File: src/lane_steer_pkg.sv
`default_nettype none
package lane_steer_pkg;
   // widths of the request and of the external bus
   localparam int ADDR_W     = 3;
   localparam int SIZE_W     = 3;
   localparam int HDATA_W    = 64;
   localparam int EXT_DATA_W = 16;
   localparam int STRB_W     = 2;
   localparam int CNT_W      = 4;
   localparam int BYTE_W     = 8;
   localparam int HALF_W     = 16;
   localparam int FIFO_DEPTH = 8;
   localparam int ENTRY_W    = 1 + SIZE_W + ADDR_W + HDATA_W;

   // transfer size codes on the request side
   localparam logic [SIZE_W-1:0] SIZE_BYTE  = 3'h0;
   localparam logic [SIZE_W-1:0] SIZE_HALF  = 3'h1;
   localparam logic [SIZE_W-1:0] SIZE_WORD  = 3'h2;
   localparam logic [SIZE_W-1:0] SIZE_DWORD = 3'h3;

   // active-low strobe patterns, bit 1 = lane [15:8], bit 0 = lane [7:0]
   localparam logic [STRB_W-1:0] STRB_BOTH   = 2'h0;
   localparam logic [STRB_W-1:0] STRB_UPPER  = 2'h1;
   localparam logic [STRB_W-1:0] STRB_LOWER  = 2'h2;
   localparam logic [STRB_W-1:0] STRB_NONE   = 2'h3;

   // misc small constants
   localparam logic [CNT_W-1:0]  CNT_ONE  = 4'h1;
   localparam logic [ADDR_W-1:0] IDX_ONE  = 3'h1;
   localparam logic [BYTE_W-1:0] LANE_PAD = 8'h00;

   typedef enum logic {
      ST_IDLE = 1'b0,
      ST_BUSY = 1'b1
   } seq_state_t;
endpackage : lane_steer_pkg
`default_nettype wire

File: src/narrow_bus_write_lane_steering.sv
`timescale 1ns/1ps
`default_nettype none

module req_fifo #(
   parameter int WIDTH = 8,
   parameter int DEPTH = 8
) (
   input  wire logic             ref_clk_i,
   input  wire logic             sys_rst_i,
   input  wire logic             in_valid_i,
   output var  logic             in_ready_o,
   input  wire logic [WIDTH-1:0] in_data_i,
   output var  logic             out_valid_o,
   input  wire logic             out_ready_i,
   output var  logic [WIDTH-1:0] out_data_o
);
   localparam int PTR_W = (DEPTH > 1) ? $clog2(DEPTH) : 1;
   localparam int CNT_W = $clog2(DEPTH + 1);
   localparam logic [PTR_W-1:0] PTR_LAST = PTR_W'(DEPTH - 1);
   localparam logic [CNT_W-1:0] CNT_FULL = CNT_W'(DEPTH);

   typedef struct packed {
      logic [DEPTH-1:0][WIDTH-1:0] mem;
      logic [PTR_W-1:0]            wr_ptr;
      logic [PTR_W-1:0]            rd_ptr;
      logic [CNT_W-1:0]            cnt;
      logic                        in_ready;
      logic                        out_valid;
   } fifo_t;

   localparam fifo_t FIFO_RST = '{in_ready: 1'b1, default: '0};

   fifo_t st;
   fifo_t next_st;
   logic  push;
   logic  pop;

   function automatic logic [PTR_W-1:0] bump(input logic [PTR_W-1:0] p);
      return (p == PTR_LAST) ? '0 : PTR_W'(p + 1'b1);
   endfunction : bump

   assign in_ready_o  = st.in_ready;
   assign out_valid_o = st.out_valid;
   assign out_data_o  = st.mem[st.rd_ptr];
   assign push        = in_valid_i & st.in_ready;
   assign pop         = st.out_valid & out_ready_i;

   // pointer and count update, flags precomputed for the next cycle
   always_comb begin
      next_st = st;
      if (push) begin
         next_st.mem[st.wr_ptr] = in_data_i;
         next_st.wr_ptr         = bump(st.wr_ptr);
      end
      if (pop) begin
         next_st.rd_ptr = bump(st.rd_ptr);
      end
      if (push && !pop) begin
         next_st.cnt = CNT_W'(st.cnt + 1'b1);
      end else if (pop && !push) begin
         next_st.cnt = CNT_W'(st.cnt - 1'b1);
      end
      next_st.in_ready  = (next_st.cnt != CNT_FULL);
      next_st.out_valid = (next_st.cnt != '0);
   end

   // state register
   always_ff @(posedge ref_clk_i or posedge sys_rst_i) begin
      if (sys_rst_i) begin
         st <= FIFO_RST;
      end else begin
         st <= next_st;
      end
   end
endmodule : req_fifo

module narrow_bus_write_lane_steering #(
   parameter int FIFO_DEPTH = lane_steer_pkg::FIFO_DEPTH
) (
   input  wire logic                                   ref_clk_i,
   input  wire logic                                   sys_rst_i,
   input  wire logic                                   bus_wide_i,
   input  wire logic                                   wr_valid_i,
   output var  logic                                   wr_ready_o,
   input  wire logic [lane_steer_pkg::ADDR_W-1:0]      haddr_i,
   input  wire logic [lane_steer_pkg::SIZE_W-1:0]      hsize_i,
   input  wire logic [lane_steer_pkg::HDATA_W-1:0]     hwdata_i,
   input  wire logic                                   ext_ready_i,
   output var  logic                                   ext_valid_o,
   output var  logic [lane_steer_pkg::ADDR_W-1:0]      ext_addr_out_o,
   output var  logic [lane_steer_pkg::STRB_W-1:0]      ext_byte_lane_strobe_n_o,
   output var  logic [lane_steer_pkg::EXT_DATA_W-1:0]  ext_data_o
);
   import lane_steer_pkg::*;

   typedef struct packed {
      seq_state_t              state;
      logic                    wide;
      logic [SIZE_W-1:0]       size;
      logic [ADDR_W-1:0]       addr;
      logic [HDATA_W-1:0]      data;
      logic [ADDR_W-1:0]       idx;
      logic [CNT_W-1:0]        left;
      logic                    out_valid;
      logic [ADDR_W-1:0]       out_addr;
      logic [STRB_W-1:0]       out_strb_n;
      logic [EXT_DATA_W-1:0]   out_data;
   } seq_t;

   typedef struct packed {
      logic [ADDR_W-1:0]     addr;
      logic [STRB_W-1:0]     strb_n;
      logic [EXT_DATA_W-1:0] data;
   } xfer_t;

   localparam seq_t SEQ_RST = '{state: ST_IDLE, out_strb_n: STRB_NONE,
                                default: '0};

   seq_t               st;
   seq_t               next_st;
   logic               fifo_valid;
   logic               fifo_pop;
   logic [ENTRY_W-1:0] fifo_data;
   logic               fifo_wide;
   logic [SIZE_W-1:0]  fifo_size;
   logic [ADDR_W-1:0]  fifo_addr;
   logic [HDATA_W-1:0] fifo_hdata;
   logic               slot_free;
   xfer_t              cur;

   // number of external transfers for a size on the selected bus
   function automatic logic [CNT_W-1:0] xfer_count(input logic wide,
                                                   input logic [SIZE_W-1:0] size);
      logic [SIZE_W-1:0] s;
      s = (size > SIZE_DWORD) ? SIZE_DWORD : size;
      if (wide) begin
         s = (s == SIZE_BYTE) ? SIZE_BYTE : SIZE_W'(s - 1'b1);
      end
      return CNT_W'(CNT_ONE << s);
   endfunction : xfer_count

   // unit index of the first (highest) transfer
   function automatic logic [ADDR_W-1:0] first_idx(input logic wide,
                                                   input logic [SIZE_W-1:0] size,
                                                   input logic [ADDR_W-1:0] addr);
      logic [ADDR_W-1:0] unit;
      logic [ADDR_W-1:0] span;
      unit = wide ? {1'b0, addr[ADDR_W-1:1]} : addr;
      span = ADDR_W'(xfer_count(wide, size) - CNT_ONE);
      return unit | span;
   endfunction : first_idx

   // lane, strobe and address mapping of one transfer
   function automatic xfer_t map_xfer(input logic wide,
                                      input logic [SIZE_W-1:0] size,
                                      input logic [ADDR_W-1:0] addr,
                                      input logic [HDATA_W-1:0] data,
                                      input logic [ADDR_W-1:0] idx);
      xfer_t x;
      x = '0;
      if (!wide) begin
         x.addr   = idx;
         x.data   = {LANE_PAD, data[{idx, 3'h0} +: BYTE_W]};
         x.strb_n = STRB_LOWER;
      end else begin
         x.addr = {1'b0, idx[ADDR_W-2:0]};
         x.data = data[{idx[ADDR_W-2:0], 4'h0} +: HALF_W];
         if (size == SIZE_BYTE) begin
            x.strb_n = addr[0] ? STRB_UPPER : STRB_LOWER;
         end else begin
            x.strb_n = STRB_BOTH;
         end
      end
      return x;
   endfunction : map_xfer

   req_fifo #(
      .WIDTH (ENTRY_W),
      .DEPTH (FIFO_DEPTH)
   ) u_req_fifo (
      .ref_clk_i   (ref_clk_i),
      .sys_rst_i   (sys_rst_i),
      .in_valid_i  (wr_valid_i),
      .in_ready_o  (wr_ready_o),
      .in_data_i   ({bus_wide_i, hsize_i, haddr_i, hwdata_i}),
      .out_valid_o (fifo_valid),
      .out_ready_i (fifo_pop),
      .out_data_o  (fifo_data)
   );

   // entry unpacking and handshake terms
   // load only once the output slot is free, so requests never run together
   assign {fifo_wide, fifo_size, fifo_addr, fifo_hdata} = fifo_data;
   assign fifo_pop  = (st.state == ST_IDLE) && slot_free;
   assign slot_free = !st.out_valid || ext_ready_i;
   assign cur       = map_xfer(st.wide, st.size, st.addr, st.data, st.idx);

   // request load and transfer sequencing
   always_comb begin
      next_st = st;
      if (slot_free) begin
         next_st.out_valid = 1'b0;
      end
      case (st.state)
         ST_IDLE: begin
            if (fifo_valid && slot_free) begin
               next_st.state = ST_BUSY;
               next_st.wide  = fifo_wide;
               next_st.size  = fifo_size;
               next_st.addr  = fifo_addr;
               next_st.data  = fifo_hdata;
               next_st.idx   = first_idx(fifo_wide, fifo_size, fifo_addr);
               next_st.left  = xfer_count(fifo_wide, fifo_size);
            end
         end
         ST_BUSY: begin
            if (slot_free) begin
               next_st.out_valid  = 1'b1;
               next_st.out_addr   = cur.addr;
               next_st.out_strb_n = cur.strb_n;
               next_st.out_data   = cur.data;
               next_st.idx        = ADDR_W'(st.idx - IDX_ONE);
               next_st.left       = CNT_W'(st.left - CNT_ONE);
               if (st.left == CNT_ONE) begin
                  next_st.state = ST_IDLE;
               end
            end
         end
         default: begin
            next_st = SEQ_RST;
         end
      endcase
   end

   // state register
   always_ff @(posedge ref_clk_i or posedge sys_rst_i) begin
      if (sys_rst_i) begin
         st <= SEQ_RST;
      end else begin
         st <= next_st;
      end
   end

   // outputs straight from the state register
   assign ext_valid_o              = st.out_valid;
   assign ext_addr_out_o           = st.out_addr;
   assign ext_byte_lane_strobe_n_o = st.out_strb_n;
   assign ext_data_o               = st.out_data;
endmodule : narrow_bus_write_lane_steering
`default_nettype wire

File: config.mk
export PLATFORM = sky130hd
export DESIGN_NAME = narrow_bus_write_lane_steering
export DESIGN_NICKNAME = d
export VERILOG_FILES = /design/src/lane_steer_pkg.sv /design/src/narrow_bus_write_lane_steering.sv
export SDC_FILE = /design/constraint.sdc
export NUM_CORES = 1
export LEC_CHECK = 0
export BUFFER_PORTS_ARGS = -buffer_cell sky130_fd_sc_hd__buf_2
export CAP_MARGIN = 20
export CORE_UTILIZATION = 56
export DETAILED_ROUTE_END_ITERATION = 10
export PLACE_DENSITY = 0.73
export SYNTH_ARGS = -nofsm -noshare
export SYNTH_HDL_FRONTEND = slang
export SYNTH_HIERARCHICAL = 1
export SYNTH_SLANG_ARGS = --single-unit
export TNS_END_PERCENT = 30
File: constraint.sdc
create_clock -name ref_clk_i -period 32.6 [get_ports ref_clk_i]
set_input_delay 3.26 -clock ref_clk_i [delete_from_list [all_inputs] [get_ports ref_clk_i]]
set_output_delay 3.26 -clock ref_clk_i [all_outputs]
set_load 0.05 [all_outputs]
-- Word-level counts from Yosys, hierarchy flattened
Cells that the tools add are included.
- output and inout port bits: 23
- flip-flop bits (word level): 681
- $add $sub $neg: 8
- eq/ne operators: 6
- shift-type cells: 3
- bitwise operators: 4
- mux-type cells: 26
- magnitude comparators: 4
- reductions and logical operators: 15
- operators by type and width (kind ; number):
    bitwise mux 568 bit ; 1
    binary-select mux 71 bit (select 3 bit) ; 1
    demux 71 bit (select 3 bit) ; 1
    2-to-1 mux 71 bit ; 2
    2-to-1 mux 79 bit ; 1
    variable part select 64 x 7 -> 16 bit ; 1
    variable part select 64 x 7 -> 8 bit ; 1
    2-to-1 mux 29 bit ; 1
    2-to-1 mux 3 bit ; 8
    2-to-1 mux 22 bit ; 1
    2-to-1 mux 21 bit ; 1
    one-hot mux 7 bit (2 select lines) ; 1
    subtractor 3 x 1 -> 3 bit (second input constant) ; 3
    < comparator 3 x 4 -> 1 bit (second input constant) ; 2
    2-to-1 mux 4 bit ; 2
    subtractor 4 x 1 -> 4 bit (second input constant) ; 2
    adder 3 x 1 -> 3 bit (second input constant) ; 2
    equality test 3 bit (second input constant) ; 2
    logical NOT 3 bit ; 2
    AND reduction 2 bit ; 3
    logical AND 1 bit ; 5
    adder 4 x 1 -> 4 bit (second input constant) ; 1
    equality test 4 x 1 -> 1 bit (second input constant) ; 1
    2-to-1 mux 2 bit ; 2
    13 further kinds ; 19

-- Logic depth before layout (Yosys ltp)
Gate-level depths: netlist (run 1).
- depth in word-level cells: 14
- mapped depth: 16
- gate-level depth less buffers: 12

-- Cells and area by module
The synthesis (run 1) kept the hierarchy.
- by module, submodules not included (module ; instances ; area an instance (µm²) ; cells an instance):
    req_fifo ; 1 ; 26256.4 ; 1525
    narrow_bus_write_lane_steering ; 1 ; 5198.7 ; 534

-- Worst setup path before layout (run 1)
Ideal clock, no wire load.
- kind: input-to-reg
- start: input port ext_ready_i
- end: register u_req_fifo.st (netlist bit u_req_fifo/in_ready_o)
- arrival time: 4.837 ns
- library setup time: 0.094 ns
- data required time: 32.506 ns
- slack: 27.669 ns
- stages on the path: 8
- cell sequence: nand2b_1 -> nand2b_1 -> inv_1 -> and2_1 -> buf_6 -> or4_1 -> o211ai_1 -> or4b_1
- RTL lines (element ; line ; text):
    start, declared ; narrow_bus_write_lane_steering.sv:88 ; input wire logic ext_ready_i,
    end signal, assigned ; narrow_bus_write_lane_steering.sv:72 ; st <= next_st;
    end, declared ; narrow_bus_write_lane_steering.sv:33 ; fifo_t st;

-- Worst setup path in the final report (run 1)
- start: input port wr_valid_i
- end: register u_req_fifo/st[574] (netlist bit)
- word-level cells in the longest chain between the ends: 1
- RTL lines (element ; line ; text):
    start, declared ; narrow_bus_write_lane_steering.sv:83 ; input wire logic wr_valid_i,
    bitwise AND 1 bit ; narrow_bus_write_lane_steering.sv:45 ; assign push = in_valid_i & st.in_ready;
No other way between the ends.
A chain may end at the register's enable or synchronous reset.

==> key figures, run 1 <==
Final layout
  – # nets final: roughly 2.2k
  – Area Overhead vs Synth: 10.2%
  – Fin cells: around 2.9k
  – Fill count: between 4k and 5k
  – Share of cells above drive strength 1: 0.479

Critical path
  – FF-to-FF path depth: 11
  – CP endpoint kind: flip-flop
  – Worst Path Required: between 30 and 40 ns
  – Crit. path cell count: 6
  – R2R Setup Slk: ~28 ns
  – Max FO, Critical Path: 51
  – Worst Path Arrival: 5.92 ns
  – Cell family with most CP delay: simple AND/OR/NAND/NOR gates
  – WS Path Type: in -> reg
  – CP Buf/Inv Count: 2
  – Critical path startpoint: wr_valid_i
  – Crit path cell chain: buf_2 > and2_1 > nand2_2 > nor2_4 > buf_4 > mux2_2
  – Worst setup SP type: input pin
  – CP endpoint: u_req_fifo/st[574]
  – Crit Reg-Reg Startpoint: u_req_fifo/st[6]
  – Slowest-stage cell, CP: buf_4
  – R2r endpoint: st[27]
  – CP peak stage delay: between 0.8 and 0.9 ns

Yosys
  – Main combinational cell family by area after synthesis: multiplexers
  – Synth top area share: 0.538
  – Post-synth EDFFs: 0
  – Ys async rst share: 1.00
  – Synth top area cells: dfrtp_1 (54%), mux2_2 (19%), mux4_2 (12%)
  – Area leader, netlist: dfrtp_1
  – Post-Synthesis Cells: 2059
  – Compound-Gate Fraction of Synth Area: 0.00907
  – Warnings, synthesis: 6
  – Most common cell in the netlist: dfrtp_1
  – Synth Register Bits: a little under 700
  – Synth Area in XOR/XNOR: 0.00139
  – Synthesized-area fraction occupied by adder cells: 0.00477
  – Syn_area_per_cell: 15.3 sq um
  – Seq/Total Area, Yosys: 0.540
  – Synth Flop Type: dfrtp_1
  – Post-synthesis net count: 2146
  – Synth Cell Area: 31500 sq um
  – Simple-gate portion of the synthesized area: 0.0417
  – Synth top cells by count: dfrtp_1 (676), mux2_2 (539), nand2_1 (241)
  – Multiplexer area fraction after synthesis: 0.372
  – Yosys cell types: between 50 and 60

Timing
  – RSZ-0062 raised after global routing: no
  – Max_slew headroom: 0.312
  – Final hold violation count: 0
  – Clock skew: 0.0197 ns
  – Final period utilization: 0.167
  – Setup TNS Final: 0 ns
  – Min Clock Period, post-route: ~5.5 ns
  – Worst hold slack: between 0.4 and 0.5 ns
  – Fmax: approximately 180 MHz
  – Setup violators final: 0
  – Slew Viols, Final: 0
  – Actual slew at the worst max-slew pin: roughly 1.0 ns

Drt
  – DR vias: about 17k
  – DRT antenna net count: 0
  – WL final: between 60000 and 70000 um
  – Vias per Instance: ~6.0
  – DRT iter0 DRCs: 1115
  – First-pass DRT Iterations: 5
  – Drt drc: 0
  – Drt wl/cell: roughly 24 um

Floorplan
  – Io pins: 98
  – Die height: around 240 um
  – Site Rows: 86
  – Total core area: ~55000 sq um
  – Die ar.: between 50000 and 60000 sq um
  – Starting Density: 0.569
  – Die W: between 200 and 250 um

Placement
  – IO buf count: 97
  – Dpl hpwl: 41300 um
  – Gpl congestion: 0.811
  – Placed cells: around 2.8k

Clocking
  – Setup Buffers After CTS: 0
  – Clk buf depth: 3
  – Post-cts sizing count: 0
  – Clk pin slew, worst setup/hold paths: about 0.060 ns
  – CTS H-tree depth: 3
  – TritonCTS clock tree: built
  – Hold buffer count at cts: 0
  – Root Driver: clkbuf_16
  – Clock Latency Late Sink: approximately 0.60 ns
  – Clock sink count: 679
  – CTS Buf Count: between 70 and 80

Hold path
  – Min-delay worst type: reg -> reg

Job
  – Max cap viols: 0

Global routing
  – Vias in the first global route: around 19k
  – Initial antenna violation count: 8
  – Largest net degree at the start of global routing: approximately 140
  – First-pass GRT wire length: between 100000 and 150000 um
  – Global router's overall resource usage: 0.254
  – Overflow after GRT: 0

Pwr
  – Pwr dens: 112 nW/um^2
  – Worst vdd ir: 0.0000487 V
  – Leak pwr: approximately 15 nW

Run status
  – Status: completed
==> worst min-delay path, cell delays in order, from the launching register on <==
cell	delay [ns]
dfrtp_1	0.34
nand2_1	0.05
nand2_1	0.06
==> metal layers <==
metal / GRT usage / vias to the layer above / wire [um]
li1: - / 7562 / -
met1: 0.356 / 9408 / 30700
met2: 0.409 / 297 / 33400
met3: 0.0443 / 97 / 2890
met4: 0.0713 / 12 / 1430
met5: 0 / - / 69
==> cell type report <==
cell class | count | area (sq um) | share of cell area
inverter | 12 | 55.1 | 0.00159
antenna | 1 | 2.50 | 0.0000722
sequential | 679 | 17000 | 0.491
multi-input combinational | 1211 | 13500 | 0.391
timing repair buffer | 128 | 758 | 0.0219
clock buffer | 113 | 2160 | 0.0623
tap | 748 | 936 | 0.0270
clock inverter | 18 | 206 | 0.00595
==> how the worst min path moves through the flow <==
stage                                  start                  to  slack (ns)  cells past startpoint
after detailed placement      ext_data_o[13]      ext_data_o[13]        0.46                      2
after floorplan            ext_addr_out_o[2]   ext_addr_out_o[2]        0.44                      2
after global placement    u_req_fifo/st[217]  u_req_fifo/st[217]        0.46                      1
after global routing          ext_data_o[13]      ext_data_o[13]        0.50                      2
after CTS                     ext_data_o[13]      ext_data_o[13]        0.48                      2
final                         ext_data_o[13]      ext_data_o[13]        0.47                      2
==> per-stage QoR <==
| stage | cell area, sq um | utilization | worst slack (ns) | power [mW] |
|---|---|---|---|---|
| 6_report | 34700 | 0.627 | 27.15 | 3.88 |
| 5_1_grt | 34700 | 0.627 | 27.01 | 4.11 |
| 4_1_cts | 34600 | 0.626 | 26.99 | 3.91 |
| 3_5_place_dp | 32200 | 0.583 | 26.35 | 3.08 |
| 3_3_place_gp | 32200 | 0.583 | 26.49 | 3.01 |
| 2_1_floorplan | 31500 | - | 13.11 | 2.71 |
==> cells in the final DEF (no fill, tap or decap), drive strengths merged, types with 2 or more instances in the layout <==
cell / netlist / final
a21boi: 2 / 2
a21o: 2 / 2
a21oi: 7 / 7
a221o: 2 / 2
a22oi: 3 / 3
and2: 3 / 3
buf: 124 / 128
bufinv: 0 / 4
clkbuf: 33 / 113
clkinv: 0 / 9
clkinvlp: 0 / 2
conb: 2 / 2
dfrtp: 676 / 676
dfstp: 3 / 3
ha: 12 / 12
inv: 12 / 15
mux2: 651 / 651
mux2i: 15 / 15
mux4: 172 / 172
nand2: 242 / 242
nand2b: 7 / 7
nand3: 14 / 14
nand3b: 4 / 4
nor2: 9 / 9
nor2b: 2 / 2
nor3: 12 / 12
nor3b: 3 / 3
nor4: 2 / 2
o211ai: 4 / 4
o21ai: 17 / 17
o21bai: 2 / 2
or3: 2 / 2
or4: 3 / 3
or4b: 2 / 2
xnor2: 4 / 4
==> report_power, final <==
part / switching [mW] / internal (mW) / total [mW]
Combinational: 0.636 / 0.877 / 1.51
Clock: 0.328 / 0.488 / 0.816
Sequential: 0.293 / 1.26 / 1.56
Total: 1.26 / 2.63 / 3.88
==> cell families (layout without fill, tap and decap cells) <==
kind of cell             count (synthesis)  count (layout)
buffers and inverters                  169             271
AND/OR/NAND/NOR                        309             309
other                                    2               3
adder cells (fa/ha/maj)                 12              12
AO/OA/AOI/OAI                           45              45
flip-flops                             679             679
XOR/XNOR                                 5               5
multiplexers                           838             838
==> registers in the layout (all words and copies together) (netlist names), named ones only <==
register and flops:
u_req_fifo/st 578, st 77, ext_data_o 16, ext_addr_out_o 3, ext_byte_lane_strobe_n_o 2, u_req_fifo/in_ready_o 1
u_req_fifo/out_valid_o 1
No activity file was read; power rests on OpenSTA's default activity.
==> run 2: changes to the inputs <==
--- a/config.mk
+++ b/config.mk
@@ -9,7 +9,7 @@
 export CAP_MARGIN = 20
 export CORE_UTILIZATION = 56
 export DETAILED_ROUTE_END_ITERATION = 10
-export PLACE_DENSITY = 0.73
+export PLACE_DENSITY = 0.76
 export SYNTH_ARGS = -nofsm -noshare
 export SYNTH_HDL_FRONTEND = slang
 export SYNTH_HIERARCHICAL = 1
==> constraint.sdc (replaced) <==
create_clock -name ref_clk_i -period 4.4 [get_ports ref_clk_i]
set_input_delay 0.44 -clock ref_clk_i [delete_from_list [all_inputs] [get_ports ref_clk_i]]
set_output_delay 0.44 -clock ref_clk_i [all_outputs]
set_load 0.05 [all_outputs]
==> run 2 against run 1 <==
Effect of this change:
- die area unchanged
- non-clock buffer count is 11 higher
- final cell count is 0.21% higher
- global-route usage increased by 1.4 points
- sequential share of layout area shrank 0.47 points
- largest cell class unchanged
==> key figures, run 2 (synthesis gave the netlist of run 1 again) <==
Critical path
  – FF-to-FF path depth: 10 (-1)
  – Crit Reg-Reg Startpoint: u_req_fifo/st[6]
  – Cell family with most CP delay: multiplexers
  – Worst Path Required: 4.93 ns (-28.14 ns)
  – CP peak stage delay: 0.66 ns (-0.23 ns)
  – Worst Path Arrival: 3.79 ns (-2.13 ns)
  – CP endpoint kind: flip-flop
  – Crit. path cell count: 10 (+4)
  – Max FO, Critical Path: 103 (+100%)
  – Crit path cell chain: buf_12 > mux4_2 > mux2_2 > nand2b_1 > a21oi_1 > o21bai_1 > ha_1 > nand2_1 > a22oi_1 > o21ai_0
  – WS Path Type: reg -> reg
  – Slowest-stage cell, CP: buf_12
  – Worst setup SP type: flip-flop
  – R2R Setup Slk: 1.14 ns (-26.83 ns)
  – R2r endpoint: st[27]
  – CP Buf/Inv Count: 1 (-1)

Clocking
  – CTS H-tree depth: 3 (unchanged)
  – Clock sink count: 679 (unchanged)
  – Root Driver: clkbuf_16
  – CTS Buf Count: 72 (unchanged)
  – Post-cts sizing count: 0 (unchanged)
  – Setup Buffers After CTS: 0 (unchanged)
  – Hold buffer count at cts: 0 (unchanged)
  – Clk buf depth: 3 (unchanged)
  – Clock Latency Late Sink: 0.61 ns (about the same)
  – TritonCTS clock tree: built
  – Clk pin slew, worst setup/hold paths: 0.06 ns (about the same)

Timing
  – Min Clock Period, post-route: 3.26 ns
  – Fmax: between 300 and 400 MHz
  – Max_slew headroom: 0.245 (-0.0678)
  – Final hold violation count: 0 (unchanged)
  – Slew Viols, Final: 0 (unchanged)
  – Clock skew: 0.0207 ns (+0.00100 ns)
  – RSZ-0062 raised after global routing: no
  – Setup violators final: 0 (unchanged)
  – Actual slew at the worst max-slew pin: 1.13 ns (+0.0980 ns)
  – Final period utilization: 0.742

Final layout
  – Largest register FFs: 578 (unchanged)
  – Fin cells: 2916 (+0.21%)
  – Most common cell after layout, fill and taps aside: dfrtp_1
  – Area Overhead vs Synth: 11.3%
  – Share of cells above drive strength 1: 0.486 (+0.00629)
  – Register with the most flip-flops: u_req_fifo/st
  – # nets final: 2202 (+0.50%)
  – ANT cells: 0 (-1)
  – Most frequent cells in the layout: dfrtp_1 (672), mux2_2 (539), nand2_1 (241)
  – Design Area, Final: 35000 sq um (+0.97%)
  – Finished Core Util: 0.633 (+0.00606)
  – Fill count: 4021 (-2.5%)

Global routing
  – Vias in the first global route: 19.4k (+2.0%)
  – Largest net degree at the start of global routing: 118 (-16%)
  – Initial antenna violation count: 6 (-2)
  – Met2 Use GR: 0.441 (+0.0322)
  – First-pass GRT wire length: 116000 um (+4.2%)
  – Overflow after GRT: 0 (unchanged)
  – Met3 usage: 0.0513 (+0.00693)
  – Global router's overall resource usage: 0.268 (+0.0141)
  – Grt peak-use layer: met2
  – Met1 Usage GRT: 0.363 (+0.00645)

Drt
  – DR vias: 17.9k (+3.1%)
  – First-pass DRT Iterations: 5 (unchanged)
  – DRT antenna net count: 0 (unchanged)
  – Drt drc: 0 (unchanged)
  – DRT iter0 DRCs: 1305 (+17%)
  – WL final: 73300 um (+7.0%)
  – Vias per Instance: 6.14 (+2.9%)
  – Drt wl/cell: 25.1 um (+6.8%)

Job
  – Max cap viols: 0 (unchanged)

Pwr
  – Leak pwr: 15.4 nW (+0.89%)
  – Pwr dens: 835 nW/um^2 (+650%)
  – Overall Power: 29.2 mW (+650%)
  – Worst vdd ir: 0.000412 V (+750%)

Run status
  – Status: completed

Floorplan
  – Starting Density: 0.569 (unchanged)
  – Io pins: 98 (unchanged)
  – Total core area: 55300 sq um (unchanged)
  – Die W: 239 um (unchanged)
  – Die ar.: 57100 sq um (unchanged)
  – Die height: 239 um (unchanged)
  – Site Rows: 86 (unchanged)

Placement
  – Cell Area, Placed: 32500 sq um (+0.79%)
  – Dpl hpwl: 43900 um (+6.3%)
  – IO buf count: 97 (unchanged)
  – Placed cells: 2787 (+0.40%)
  – Gpl congestion: 0.821 (+1.3%)

Hold path
  – HP Start: hwdata_i[31]
  – Min-delay worst type: in -> reg
  – Hold path endpoint: u_req_fifo/st[43]
  – Hold Path Depth: 2 (unchanged)
==> run 2: worst max path at each step <==
stage,start,to
global route,u_req_fifo/st[6],st[27]
CTS,u_req_fifo/st[6],st[27]
floorplan,sys_rst_i,u_req_fifo/out_valid_o
detailed placement,u_req_fifo/st[6],st[27]
finish,u_req_fifo/st[6],st[27]
global placement,u_req_fifo/st[6],st[27]
==> run 2: layout make-up <==
cell class	instances	area (sq um)	area share
clock buffer	102	2120	0.0605
tap	748	936	0.0267
clock inverter	25	349	0.00997
sequential	679	17000	0.486
timing repair buffer	139	998	0.0285
inverter	12	51.3	0.00147
multi-input combinational	1211	13500	0.387
==> run 2: report_power, final <==
| group | internal [mW] | switching, mW | leakage (nW) |
|---|---|---|---|
| registers | 9.36 | 2.11 | 8.22 |
| logic | 6.56 | 4.88 | 5.96 |
| clock network | 3.82 | 2.48 | 1.20 |
==> run 2: metrics by stage <==
step | TNS (ns) | hold WS (ns) | setup slack, ns
6_report | 0 | 0.149 | 1.14
5_1_grt | 0 | 0.133 | 0.871
4_1_cts | 0 | 0.0595 | 1.07
3_5_place_dp | 0 | 0.470 | 1.10
3_3_place_gp | 0 | 0.461 | 1.14
2_1_floorplan | -2284.52 | 0.440 | -3.94
==> run 2: metal layers <==
layer  vias to the layer above  wire length (um)
li1                       7611                 -
met1                      9724             31200
met2                       445             36400
met3                       126              3690
met4                         6              1860
met5                         -                38
==> run 2: worst register-to-register path, stage by stage (launching register included) <==
cell and delay, ns:
dfrtp_4 0.52, buf_12 0.66, mux4_2 0.65, mux2_2 0.37, nand2b_1 0.15, a21oi_1 0.06, o21bai_1 0.25, ha_1 0.28
nand2_1 0.07, a22oi_1 0.06, o21ai_0 0.12
==> run 3: changes to the inputs <==
==> constraint.sdc (replaced) <==
create_clock -name ref_clk_i -period 2.8 [get_ports ref_clk_i]
set_input_delay 0.28 -clock ref_clk_i [delete_from_list [all_inputs] [get_ports ref_clk_i]]
set_output_delay 0.28 -clock ref_clk_i [all_outputs]
set_load 0.05 [all_outputs]
==> run 3 against run 2 <==
Effect of this change:
- via count increased by 0.61%
- flip-flop and latch count unchanged
- global-route usage increased by 0.075 points
- combinational power grew 62%
- register-to-register slack got worse by 1.2 ns
- clock-buffer cell count grew 1
- core utilization is 1.5 points higher
- the run now ends with negative setup slack left
==> key figures, run 3 (synthesis gave the netlist of run 1 again) <==
Run status
  – Status: finished with violations
  – Failing checks: negative setup slack

Floorplan
  – Die ar.: 57100 sq um (unchanged)
  – Starting Density: 0.569 (unchanged)
  – Total core area: 55300 sq um (unchanged)
  – Die W: 239 um (unchanged)
  – Site Rows: 86 (unchanged)
  – Io pins: 98 (unchanged)
  – Die height: 239 um (unchanged)

Clocking
  – CTS Buf Count: 70 (-2.8%)
  – TritonCTS clock tree: built
  – Clock Latency Late Sink: 0.61 ns (about the same)
  – Clk buf depth: 3 (unchanged)
  – Clock sink count: 679 (unchanged)
  – Clk pin slew, worst setup/hold paths: 0.07 ns (about the same)
  – Root Driver: clkbuf_16
  – CTS H-tree depth: 3 (unchanged)

Timing
  – Min Clock Period, post-route: 2.87 ns (-0.393 ns)
  – Setup violators final: 1 (+1)
  – RSZ-0062 raised after global routing: yes
  – Final period utilization: 1.03 (+0.284)
  – Final worst slack: -0.0714 ns (-1.21 ns)
  – Actual slew at the worst max-slew pin: 0.901 ns (-0.228 ns)
  – Slew Viols, Final: 0 (unchanged)
  – Clock skew: 0.0312 ns (+0.0105 ns)
  – Max_slew headroom: 0.399 (+0.155)
  – Setup TNS Final: -0.0714 ns (-0.0714 ns)
  – Final hold violation count: 0 (unchanged)
  – Fmax: 348 MHz (+14%)

Critical path
  – FF-to-FF path depth: 12 (+2)
  – Worst Path Required: 3.29 ns (-1.64 ns)
  – Max FO, Critical Path: 8 (-92%)
  – Worst setup SP type: flip-flop
  – Worst Path Arrival: 3.36 ns (-0.43 ns)
  – WS Path Type: reg -> reg
  – CP endpoint kind: flip-flop

Final layout
  – Register with the most flip-flops: u_req_fifo/st
  – Most common cell after layout, fill and taps aside: dfrtp_1
  – Design Area, Final: 35900 sq um (+2.4%)
  – Area Overhead vs Synth: 14.0%
  – Fin cells: 2998 (+2.8%)
  – Finished Core Util: 0.648 (+0.0152)
  – Most frequent cells in the layout: dfrtp_1 (672), mux2_2 (536), nand2_1 (241)
  – # nets final: 2285 (+3.8%)
  – Largest register FFs: 578 (unchanged)
  – Share of cells above drive strength 1: 0.480 (-0.00595)

Global routing
  – Largest net degree at the start of global routing: 114 (-3.4%)
  – Overflow after GRT: 0 (unchanged)
  – Vias in the first global route: 19.6k (+0.75%)
  – Global router's overall resource usage: 0.268 (+0.000752)
  – First-pass GRT wire length: 116000 um (+0.33%)
  – Initial antenna violation count: 4 (-2)

Drt
  – Drt wl/cell: 24.3 um (-3.3%)
  – Vias per Instance: 6.01 (-2.1%)
  – DR vias: 18.0k (+0.61%)
  – DRT iter0 DRCs: 1214 (-7.0%)
  – WL final: 72800 um (-0.61%)
  – DRT antenna net count: 0 (unchanged)
  – First-pass DRT Iterations: 5 (unchanged)
  – Drt drc: 0 (unchanged)

Pwr
  – Worst vdd ir: 0.000855 V (+110%)
  – Clock power share: 0.207 (-0.009)
  – Leak pwr: 15.8 nW (+2.5%)
  – Pwr dens: 1280 nW/um^2 (+53%)
  – Logic pwr share: 0.402 (+0.010)
  – Internal power: 31.2 mW (+58%)
  – Sw Share: 0.320 (-0.00382)
  – Psw: 14.7 mW (+55%)
  – Seq pwr share: 0.391 (-0.002)

Placement
  – Gpl congestion: 0.829 (+1.0%)
  – IO buf count: 97 (unchanged)
  – Placed cells: 2816 (+1.0%)
  – Dpl ws: -0.169 ns (-1.27 ns)
  – Cell Area, Placed: 32900 sq um (+1.2%)
  – Dpl hpwl: 44500 um (+1.3%)

Hold path
  – Hold Path Depth: 2 (unchanged)
  – Min-delay worst type: in -> reg

Job
  – Max cap viols: 0 (unchanged)
## run 3: cell types whose count changed in the layout (fill, tap and decap cells not counted), sizes merged
cell / delta
buf: +30
bufinv: -2
clkbuf: +1
clkinv: +1
clkinvlp: -4
diode: +3
dlygate4sd3: +55
inv: -2
## run 3: per-stage QoR
step	hold slack, ns	power [mW]
floorplan	0.412	31.6
global placement	0.368	35.3
detailed placement	0.372	36.2
CTS	0.000236	46.1
global route	0.0198	48.4
finish	0.0281	45.9
## run 3: power by group through the flow
stage | Sequential (mW) | Combinational [mW] | Clock [mW]
finish | 17.9 | 18.5 | 9.49
detailed placement | 18.0 | 18.3 | 0
floorplan | 16.6 | 15.0 | 0
global route | 18.5 | 19.8 | 10.1
global placement | 17.6 | 17.7 | 0
CTS | 17.9 | 18.6 | 9.66
## run 3: timing repair
action,CTS,global route
gates resized for setup,8,5
hold buffers,56,0
setup buffers,2,1
endpoints found under the hold margin,377,0
pin swaps,5,8
cloned,0,0
setup endpoints to repair,3,23
## run 3: worst paths after layout
path	slack, ns	endpoint	from
min in group asynchronous	0.29	u_req_fifo/st[339]	sys_rst_i
max reg2reg	-0.07	st[27]	u_req_fifo/st[6]
min	0.03	u_req_fifo/st[418]	hwdata_i[51]
min reg2reg	0.48	u_req_fifo/st[217]	u_req_fifo/st[217]
max	-0.07	st[27]	u_req_fifo/st[6]
max in group asynchronous	1.47	u_req_fifo/in_ready_o	sys_rst_i
## run 3: critical path: stages (launching register included)
cell,delay (ns)
dfrtp_4,0.51
mux4_2,0.53
mux2_4,0.28
or3_4,0.41
inv_4,0.06
ha_4,0.13
nand2b_4,0.05
a21oi_2,0.13
o21bai_1,0.10
ha_1,0.28
nand2_1,0.05
a22oi_1,0.14
o21ai_1,0.08
## run 3: area by class of cell
cell class              count  area [sq um]
clock inverters            18           269
fillers                  3933         19500
flip-flops and latches    679         17000
diodes                      3          7.51
multi-input cells        1211         13600
inverters                  12          53.8
well taps                 748           936
clock buffers             103          2070
repair buffers            224          1920
## run 3: layer usage
layer  part of all wire  routed length, um  track usage  up-vias
li1                   -                  -            -     7762
met1               0.43              31000        0.361     9698
met2               0.49              35400        0.434      417
met3              0.059               4320       0.0644      142
met4              0.028               2050       0.0849        2
met5            0.00014                 10            0        -
